$ cat src/logic/dpram_host_consts.vh
`ifndef DPRAM_HOST_CONSTS_VH
`define DPRAM_HOST_CONSTS_VH
// Purpose : Constants for the host-side port controller of a dual-port SRAM.
// Assumes : System clock of 10 MHz (100 ns period).
// Notes   : Times are in ns; cycle counts derive from them.
`define CLK_PERIOD_NS      100
`define T_RC_NS            25
`define T_PWE_NS           22
`define T_HZWE_NS          15
`define T_SD_NS            15
`define T_SOP_NS           12
`define T_SWRD_NS          5
`define T_WH_NS            17
`define T_BDD_NS           25
`define T_AA_NS            25
`define CEIL_CYC(t)        ((((t) + `CLK_PERIOD_NS - 1) / `CLK_PERIOD_NS) < 1 ? 1 : \
                            (((t) + `CLK_PERIOD_NS - 1) / `CLK_PERIOD_NS))
`define PWR_WAIT_CYC       (`CEIL_CYC(`T_RC_NS) + 1)
`define WR_PULSE_CYC       `CEIL_CYC(`T_HZWE_NS + `T_SD_NS)
`define SOP_CYC            `CEIL_CYC(`T_SOP_NS)
`define WH_CYC             `CEIL_CYC(`T_WH_NS)
`define RD_WAIT_CYC        `CEIL_CYC(`T_AA_NS + `T_BDD_NS)
`define SEM_ADDR_BITS      3
`endif

$ cat src/logic/cycle_timer.v
// Purpose : Down counter that pulses done when a loaded count expires.
// Assumes : Single clock, synchronous active-high reset.
// Notes   : A load of N gives done N cycles after the load.
module cycle_timer #(
    parameter WIDTH = 4
) (
    // Clock and reset.
    input  wire             sys_clk,
    input  wire             reset,
    // Control.
    input  wire             load,
    input  wire [WIDTH-1:0] count,
    // Status.
    output wire             done
);
    reg [WIDTH-1:0] cnt_q;

    // ==========================================================
    // Counter
    // The counter holds at zero between loads.
    always @(posedge sys_clk) begin
        if (reset) begin
            cnt_q <= {WIDTH{1'b0}};
        end else if (load) begin
            cnt_q <= count;
        end else if (cnt_q != {WIDTH{1'b0}}) begin
            cnt_q <= cnt_q - {{(WIDTH-1){1'b0}}, 1'b1};
        end
    end

    assign done = (cnt_q == {{(WIDTH-1){1'b0}}, 1'b1});
endmodule // cycle_timer

$ cat src/logic/dpram_port_host.v
// Purpose : Host controller that drives one port of an asynchronous dual-port SRAM.
// Assumes : 10 MHz sys_clk; each SRAM timing is met by whole clock cycles.
// Notes   : Handles array reads/writes and semaphore take/release/read.
//
// Summary of operation
// Array uses chip select low, semaphore select high; semaphore the reverse; held steady.
// Read-not-write stays high throughout every read.
// Read-not-write is high whenever the address changes.
// Device writes only while a select and read-not-write overlap low.
// Write ends at first rising select or read-not-write; address held past it.
// With output enable low during a write, pulse covers driver turn-off plus setup.
// Select falling with or after read-not-write keeps device outputs off.
// Address is valid before or as the select falls on a read.
// Semaphore reads always use a fresh select-driven cycle.
// After a semaphore write, select stays high the flag update pulse.
// Updated semaphore flag is readable no sooner than 5 ns after write end.
// Simultaneous semaphore requests are granted to exactly one port.
// Semaphores start free at the beginning of a contention cycle.
// Slave writer holds read-not-write high a while after contention flag rises.
// Read data is valid a bounded delay after contention flag release.
// During retention both port chip selects stay inactive high; an access already running when retain rises still finishes with its select low.
// After power-up wait longer than one read cycle before any access.
// Device sets or clears the mailbox interrupt within its set or reset time.
// Semaphore address uses only the three lowest address lines.
// Writing zero to a free semaphore grants it; only the owner changes it.
// Semaphore read drives the latched value on every data line.
// Contention flag is an input in slave mode, an output in master mode.
// Device behaviour is edge-to-edge pin delays with no clock or reset.
`include "dpram_host_consts.vh"
module dpram_port_host #(
    parameter ADDR_W = 17,
    parameter DATA_W = 9
) (
    // Clock and reset.
    input  wire              sys_clk,
    input  wire              reset,
    // User request side.
    input  wire              req_valid,
    input  wire              req_write,
    input  wire              req_sem,
    input  wire [ADDR_W-1:0] req_addr,
    input  wire [DATA_W-1:0] req_wdata,
    input  wire              retain,
    output reg               req_ready,
    output reg               rsp_valid,
    output reg  [DATA_W-1:0] rsp_rdata,
    // Memory port pins.
    output reg               chip_select_n,
    output reg               semaphore_select_n,
    output reg               read_write_n,
    output reg               output_enable_n,
    output reg               upper_byte_enable_n,
    output reg  [ADDR_W-1:0] addr,
    output reg  [DATA_W-1:0] data_out,
    output reg               data_oe,
    input  wire [DATA_W-1:0] data_in,
    input  wire              busy_n
);
    // State codes.
    localparam [2:0] ST_PWRUP = 3'h0;
    localparam [2:0] ST_IDLE  = 3'h1;
    localparam [2:0] ST_SETUP = 3'h2;
    localparam [2:0] ST_RD    = 3'h3;
    localparam [2:0] ST_WR    = 3'h4;
    localparam [2:0] ST_WEND  = 3'h5;
    localparam [2:0] ST_GAP   = 3'h6;

    localparam integer PWR_CYC_I = `PWR_WAIT_CYC;
    localparam integer WR_CYC_I  = `WR_PULSE_CYC;
    localparam integer SOP_CYC_I = `SOP_CYC;
    localparam integer WH_CYC_I  = `WH_CYC;
    // Two extra cycles cover the read-data synchroniser ahead of the sample.
    localparam integer RD_CYC_I  = `RD_WAIT_CYC + 2;

    localparam [3:0] PWR_CYC = PWR_CYC_I[3:0];
    localparam [3:0] WR_CYC  = WR_CYC_I[3:0];
    localparam [3:0] SOP_CYC = SOP_CYC_I[3:0];
    localparam [3:0] WH_CYC  = WH_CYC_I[3:0];
    localparam [3:0] RD_CYC  = RD_CYC_I[3:0];

    reg  [2:0]        state_q;
    reg               wr_q;
    reg               sem_q;
    reg               busy_meta_q;
    reg               busy_sync_q;
    reg               busy_prev_q;
    reg  [DATA_W-1:0] din_meta_q;
    reg  [DATA_W-1:0] din_sync_q;
    reg               tmr_load;
    reg  [3:0]        tmr_count;
    reg  [3:0]        wh_q;
    wire              tmr_done;
    wire              can_take;

    // ==========================================================
    // Timer
    cycle_timer #(
        .WIDTH (4)
    ) u_timer (
        .sys_clk (sys_clk),
        .reset   (reset),
        .load    (tmr_load),
        .count   (tmr_count),
        .done    (tmr_done)
    );

    // ==========================================================
    // Pin synchronisers
    // Busy and read data are asynchronous to sys_clk, so both pass two flops.
    always @(posedge sys_clk) begin
        if (reset) begin
            busy_meta_q <= 1'b1;
            busy_sync_q <= 1'b1;
            busy_prev_q <= 1'b1;
            din_meta_q  <= {DATA_W{1'b0}};
            din_sync_q  <= {DATA_W{1'b0}};
        end else begin
            busy_meta_q <= busy_n;
            busy_sync_q <= busy_meta_q;
            busy_prev_q <= busy_sync_q;
            din_meta_q  <= data_in;
            din_sync_q  <= din_meta_q;
        end
    end

    // ==========================================================
    // Busy release hold-off
    // Writes are held back after busy rises, for slave-mode parts.
    always @(posedge sys_clk) begin
        if (reset) begin
            wh_q <= 4'h0;
        end else if (busy_sync_q && !busy_prev_q) begin
            wh_q <= WH_CYC;
        end else if (wh_q != 4'h0) begin
            wh_q <= wh_q - 4'h1;
        end
    end

    // ==========================================================
    // Request gate
    // Busy low, the cycle after its release and the hold-off all refuse new
    // requests; ready is the only promise, so the gate must act before it rises.
    assign can_take = !retain && busy_sync_q && busy_prev_q && (wh_q == 4'h0);

    // ==========================================================
    // Timer load decode
    always @* begin
        tmr_load  = 1'b0;
        tmr_count = 4'h0;
        if (reset) begin
            tmr_load  = 1'b0;
        end else begin
            case (state_q)
                ST_PWRUP: begin
                    tmr_load  = !wr_q;
                    tmr_count = PWR_CYC;
                end
                ST_SETUP: begin
                    tmr_load  = 1'b1;
                    tmr_count = wr_q ? WR_CYC : RD_CYC;
                end
                ST_WEND: begin
                    tmr_load  = 1'b1;
                    tmr_count = SOP_CYC;
                end
                default: begin
                    tmr_load  = 1'b0;
                end
            endcase
        end
    end

    // ==========================================================
    // Main sequencer
    // Every pin changes only on clock edges, one step per state, so select,
    // strobe and address never move together in a way that breaks ordering.
    always @(posedge sys_clk) begin
        if (reset) begin
            state_q             <= ST_PWRUP;
            wr_q                <= 1'b0;
            sem_q               <= 1'b0;
            req_ready           <= 1'b0;
            rsp_valid           <= 1'b0;
            rsp_rdata           <= {DATA_W{1'b0}};
            chip_select_n       <= 1'b1;
            semaphore_select_n  <= 1'b1;
            read_write_n        <= 1'b1;
            output_enable_n     <= 1'b1;
            upper_byte_enable_n <= 1'b1;
            addr                <= {ADDR_W{1'b0}};
            data_out            <= {DATA_W{1'b0}};
            data_oe             <= 1'b0;
        end else begin
            rsp_valid <= 1'b0;
            case (state_q)
                ST_PWRUP: begin
                    // The first cycle loads the timer and marks itself in wr_q,
                    // so the wait is a full count longer than one read cycle.
                    wr_q <= 1'b1;
                    if (wr_q && tmr_done) begin
                        state_q   <= ST_IDLE;
                        req_ready <= can_take;
                    end
                end
                ST_IDLE: begin
                    chip_select_n      <= 1'b1;
                    semaphore_select_n <= 1'b1;
                    read_write_n       <= 1'b1;
                    req_ready          <= can_take;
                    if (req_valid && req_ready && !retain) begin
                        req_ready <= 1'b0;
                        wr_q      <= req_write;
                        sem_q     <= req_sem;
                        // Address moves only with read-not-write high and selects off.
                        addr <= req_sem ? {{(ADDR_W-`SEM_ADDR_BITS){1'b0}},
                                req_addr[`SEM_ADDR_BITS-1:0]} : req_addr;
                        data_out <= req_sem ? {{(DATA_W-1){1'b0}}, req_wdata[0]} : req_wdata;
                        state_q  <= ST_SETUP;
                    end
                end
                ST_SETUP: begin
                    // Read-not-write falls with the select, never after it, so
                    // the device keeps its outputs off and the data bus is ours.
                    chip_select_n       <= sem_q;
                    semaphore_select_n  <= !sem_q;
                    upper_byte_enable_n <= sem_q;
                    read_write_n        <= !wr_q;
                    output_enable_n     <= wr_q;
                    data_oe             <= wr_q;
                    state_q             <= wr_q ? ST_WR : ST_RD;
                end
                ST_RD: begin
                    if (tmr_done) begin
                        rsp_rdata       <= din_sync_q;
                        rsp_valid       <= 1'b1;
                        chip_select_n      <= 1'b1;
                        semaphore_select_n <= 1'b1;
                        output_enable_n    <= 1'b1;
                        state_q         <= ST_GAP;
                    end
                end
                ST_WR: begin
                    if (tmr_done) begin
                        // Read-not-write rises first and ends the write.
                        read_write_n <= 1'b1;
                        state_q      <= ST_WEND;
                    end
                end
                ST_WEND: begin
                    chip_select_n      <= 1'b1;
                    semaphore_select_n <= 1'b1;
                    data_oe            <= 1'b0;
                    rsp_valid          <= 1'b1;
                    state_q            <= sem_q ? ST_GAP : ST_IDLE;
                    req_ready          <= !sem_q && can_take;
                end
                ST_GAP: begin
                    // Selects stay high long enough for the semaphore flag update.
                    if (tmr_done || !sem_q || !wr_q) begin
                        state_q   <= ST_IDLE;
                        req_ready <= can_take;
                    end
                end
                default: begin
                    state_q <= ST_IDLE;
                end
            endcase
        end
    end
endmodule // dpram_port_host

$ cat config.mk
export PLATFORM = sky130hd
export DESIGN_NAME = dpram_port_host
export DESIGN_NICKNAME = d
export VERILOG_FILES = /design/src/logic/cycle_timer.v /design/src/logic/dpram_port_host.v
export VERILOG_INCLUDE_DIRS = /design/src /design/src/logic
export SDC_FILE = /design/constraint.sdc
export NUM_CORES = 1
export LEC_CHECK = 0
export ABC_CLOCK_PERIOD_IN_PS = 3500
export BUFFER_PORTS_ARGS = -buffer_cell sky130_fd_sc_hd__buf_2
export CAP_MARGIN = 15
export CELL_PAD_IN_SITES_DETAIL_PLACEMENT = 1
export CELL_PAD_IN_SITES_GLOBAL_PLACEMENT = 1
export CORE_MARGIN = 3
export CORE_UTILIZATION = 41
export CTS_BUF_LIST = sky130_fd_sc_hd__clkbuf_4 sky130_fd_sc_hd__clkbuf_8 sky130_fd_sc_hd__clkbuf_16
export CTS_CLUSTER_SIZE = 40
export DETAILED_ROUTE_END_ITERATION = 10
export PLACE_DENSITY = 0.95
export SLEW_MARGIN = 10
export SYNTH_ARGS = -nofsm -noshare
export SYNTH_HDL_FRONTEND = slang
export SYNTH_HIERARCHICAL = 1
export SYNTH_SLANG_ARGS = --single-unit
$ cat constraint.sdc
create_clock -name sys_clk -period 3.5 [get_ports sys_clk]
set_input_delay 0.35 -clock sys_clk [delete_from_list [all_inputs] [get_ports sys_clk]]
set_output_delay 0.35 -clock sys_clk [all_outputs]
set_load 0.05 [all_outputs]
==> out/results.tsv <==
stage	metric	value	unit
global_route	grt_pass1_wl	12790	µm
yosys	ys.flop_type	dfxtp_1	
worst_setup_path	cp-end-kind	flip-flop	
outcome	outcome	finished, final reports clean	
global_route	grt_pass1_vias	2833	
cts	cts.clk_slew.worst_paths	80	ps
worst_setup_path	crit_path_cell_trace	nand2b_1 -> or3_1 -> nand4b_1 -> mux2i_1	
yosys	synth.top_cell.area_share	49.44	%
sta	fmax	0.4491	GHz
sta	hold_viol	0	
yosys	synth_edf_count	0	
floorplan	die_y	93.21	µm
worst_setup_path	crit_type	reg -> reg	
global_route	grt_start_max_net_pins	76	
worst_setup_path	reg2reg_depth	4	
worst_setup_path	crit_cells	4	
cts	hold_buffers	0	
yosys	synth_largest_area_cell	dfxtp_1	
sta	fin_ws	1274	ps
worst_setup_path	critPathCapture	req_ready$_SDFFE_PP0P_	
sta	fin_crit_sh	63.61	%
yosys	syn_inst	354	
yosys	synth_warnings	6	
sta	drv_slew	0	
sta	rsz0062_at_grt	no	
cts	clock-root-buffer	clkbuf_8	
layout	nNetsFinal	476	
sta	fin_tns_setup	0	ps
place	dp_hpwl	5407	µm
sta	layout_min_cycle_time	2226	ps
sta	setup_viol	0	
detailed_routing	drtIter0Drc	108	
cts	cts_sinks	77	
yosys	synthTopCellsByArea	dfxtp_1 49%, nand2_1 7.8%, a21oi_1 6.7%	
detailed_routing	vias_per_cell	5.114	
worst_setup_path	startpoint	state_q[0]$_SDFFE_PP0P_	
sta	worstMarginPinSlew	966.4	ps
worst_setup_path	critPathTopFamily	simple AND/OR/NAND/NOR gates	
cts	cts_made_buffers	9	
worst_setup_path	slowest_delay	790	ps
cts	clk_latency	360	ps
layout	drive_gt1_share	26.96	%
yosys	synthAdderAreaFrac	2.006	%
place	routabilityCongestion	0.7928	
layout	syn2layout_area_growth	20.47	%
floorplan	die_x	93.21	µm
global_route	antenna_found_initial	0	
pwr	p_per_area	588.5	mW/mm²
yosys	synth-simple-area-share	25.44	%
detailed_routing	wl_per_cell	14.77	µm
yosys	synth_compound_area_share	15.41	%
pwr	ir_drop	308.0	µV
sta	finalClockSkew	15.57	ps
detailed_routing	drt_wl_total	7871	µm
global_route	grt.total_usage	18.62	%
yosys	synth.mux.area_fraction	0.6822	%
worst_setup_path	r2r-start	state_q[0]$_SDFFE_PP0P_	
worst_setup_path	worstPathMaxFanout	29	
flow_run	drv_cap	0	
yosys	seq_area_frac_synth	49.44	%
worst_hold_path	hold_class	in -> reg	
worst_setup_path	crit_slowest_cell	dfxtp_1	
sta	relSlewSlack	35.57	%
detailed_routing	drc	0	
worst_setup_path	worst-endpoint-arrival	2470	ps
worst_setup_path	crit_buf_inv	0	
layout	n_antenna_cell	0	
detailed_routing	firstDrtPassIters	4	
cts	cts_resized	0	
pwr	power.leakage	1.526	nW
cts	clk_path_buf_depth	2	
cts	postCtsSetupBuffers	0	
floorplan	core-area	0.007331	mm²
yosys	synth_area	0.003118	mm²
floorplan	start_util	42.53	%
layout	seqCellArea	0.001541	mm²
floorplan	dieArea	0.008687	mm²
worst_setup_path	cp_data_required_time	3740	ps
place	pre_cts_ws	1264	ps
place	portBuffers	84	
yosys	yosysUniqueCellTypes	48	
worst_setup_path	cp-start-kind	flip-flop	
global_route	grt-ovfl-total	0	
yosys	avgSynthCellArea	8.808	µm²
detailed_routing	vias	2726	
cts	cts_tree	done	
sta	holdWs	177.3	ps
yosys	synth-xor-area-share	1.685	%
worst_setup_path	reg2reg_slack	1270	ps
layout	multi_input_area	0.001418	mm²
yosys	ys_ff_latch	77	
cts	h-tree-depth	3	
floorplan	ios	85	
floorplan	rows	31	
detailed_routing	ant_nets	0	
layout	n_fill_cell	903	
yosys	synth_top_family_by_area	simple AND/OR/NAND/NOR gates	
worst_setup_path	rr_endpoint	req_ready$_SDFFE_PP0P_	
yosys	async_flop_share	0	%
[sequential cells by signal (all words and copies together), names as in the netlist, 3 cells and up]
register and flops:
addr 17, data_out 9, din_meta_q 9, din_sync_q 9, rsp_rdata 9, state_q 3
u_timer/cnt_q 4, wh_q 4
[routing by layer]
| layer | GRT usage, % | share of wire, % | wire length (µm) |
|---|---|---|---|
| met1 | 20.35 | 40 | 3179 |
| met2 | 32.63 | 51 | 4024 |
| met3 | 6.436 | 6.4 | 502 |
| met4 | 7.937 | 2.1 | 165 |
| met5 | 0 | 0 | 0 |
[how the worst min path moves through the flow]
stage,end,start,slack (ps),cells past startpoint
5_1_grt,busy_meta_q$_SDFF_PP1_,busy_n,170,2
6_report,busy_meta_q$_SDFF_PP1_,busy_n,180,2
2_1_floorplan,busy_sync_q$_SDFF_PP1_,busy_meta_q$_SDFF_PP1_,390,1
3_3_place_gp,busy_sync_q$_SDFF_PP1_,busy_meta_q$_SDFF_PP1_,400,1
3_5_place_dp,busy_sync_q$_SDFF_PP1_,busy_meta_q$_SDFF_PP1_,400,1
4_1_cts,busy_meta_q$_SDFF_PP1_,busy_n,160,2
[logic make-up after synthesis]
kind of cell | Yosys count
adder cells (fa/ha/maj) | 5
flip-flops | 77
XOR/XNOR | 6
AO/OA/AOI/OAI | 78
buffers and inverters | 34
AND/OR/NAND/NOR | 151
other | 1
multiplexers | 2
[final cells by class]
type                            count  area share, %
Clock inverter                      7          1.732
Inverter                            9         0.8994
Tap cell                           99          3.298
Timing Repair Buffer               88          11.99
Multi-Input combinational cell    244          37.74
Sequential cell                    77          41.04
Clock buffer                        9          3.298
[metrics by stage]
| stage | instances | util (%) | cell area [µm²] | power (mW) |
|---|---|---|---|---|
| 2_1_floorplan | 355 | - | 3122 | 1.463 |
| 3_3_place_gp | 517 | 48.66 | 3567 | 1.548 |
| 3_5_place_dp | 517 | 48.66 | 3567 | 1.588 |
| 4_1_cts | 533 | 51.24 | 3756 | 2.237 |
| 5_1_grt | 533 | 51.24 | 3756 | 2.340 |
| 6_report | 533 | 51.24 | 3756 | 2.211 |
[cells in the final DEF (no fill, tap or decap), types with 2 or more instances in the layout]
cell	Yosys	final
nor2b_1	20	20
buf_4	4	4
nor3_1	7	7
and2b_1	2	2
o211ai_1	2	2
nand3_1	4	4
inv_6	0	2
o21ai_0	8	8
a21oi_1	42	42
nor3b_1	2	2
a2111oi_0	2	2
xnor2_1	6	6
buf_2	10	84
a211oi_1	2	2
clkinv_4	0	2
a31oi_1	3	3
inv_8	0	2
o21ba_2	2	2
clkbuf_8	0	9
conb_1	1	2
nand2b_1	2	2
nand3b_1	22	22
a22oi_1	2	2
nor2_1	15	15
or2_2	4	4
o22ai_1	5	5
inv_1	8	8
nand2_1	65	65
dfxtp_1	77	77
or3_1	2	2
ha_1	5	5
[synthesized netlist by cell type, types with 2 or more instances]
cell / count
dfxtp_1: 77
nand2_1: 65
a21oi_1: 42
nand3b_1: 22
nor2b_1: 20
nor2_1: 15
buf_2: 10
clkbuf_1: 10
inv_1: 8
o21ai_0: 8
nor3_1: 7
xnor2_1: 6
ha_1: 5
o22ai_1: 5
buf_4: 4
nand3_1: 4
or2_2: 4
a31oi_1: 3
a2111oi_0: 2
a211oi_1: 2
a22oi_1: 2
and2b_1: 2
nand2b_1: 2
nor3b_1: 2
o211ai_1: 2
o21ba_2: 2
or3_1: 2
[report_power, final]
part / internal (mW) / switching [mW] / total (mW)
Combinational: 0.237 / 0.304 / 0.541
Clock: 0.274 / 0.366 / 0.641
Sequential: 0.945 / 0.0837 / 1.03
[worst reg2reg max path, cell delays in order (launching register included)]
cell	delay, ps
dfxtp_1	790
nand2b_1	200
or3_1	750
nand4b_1	290
mux2i_1	90
Note: power is estimated with default switching activity, not from simulation.
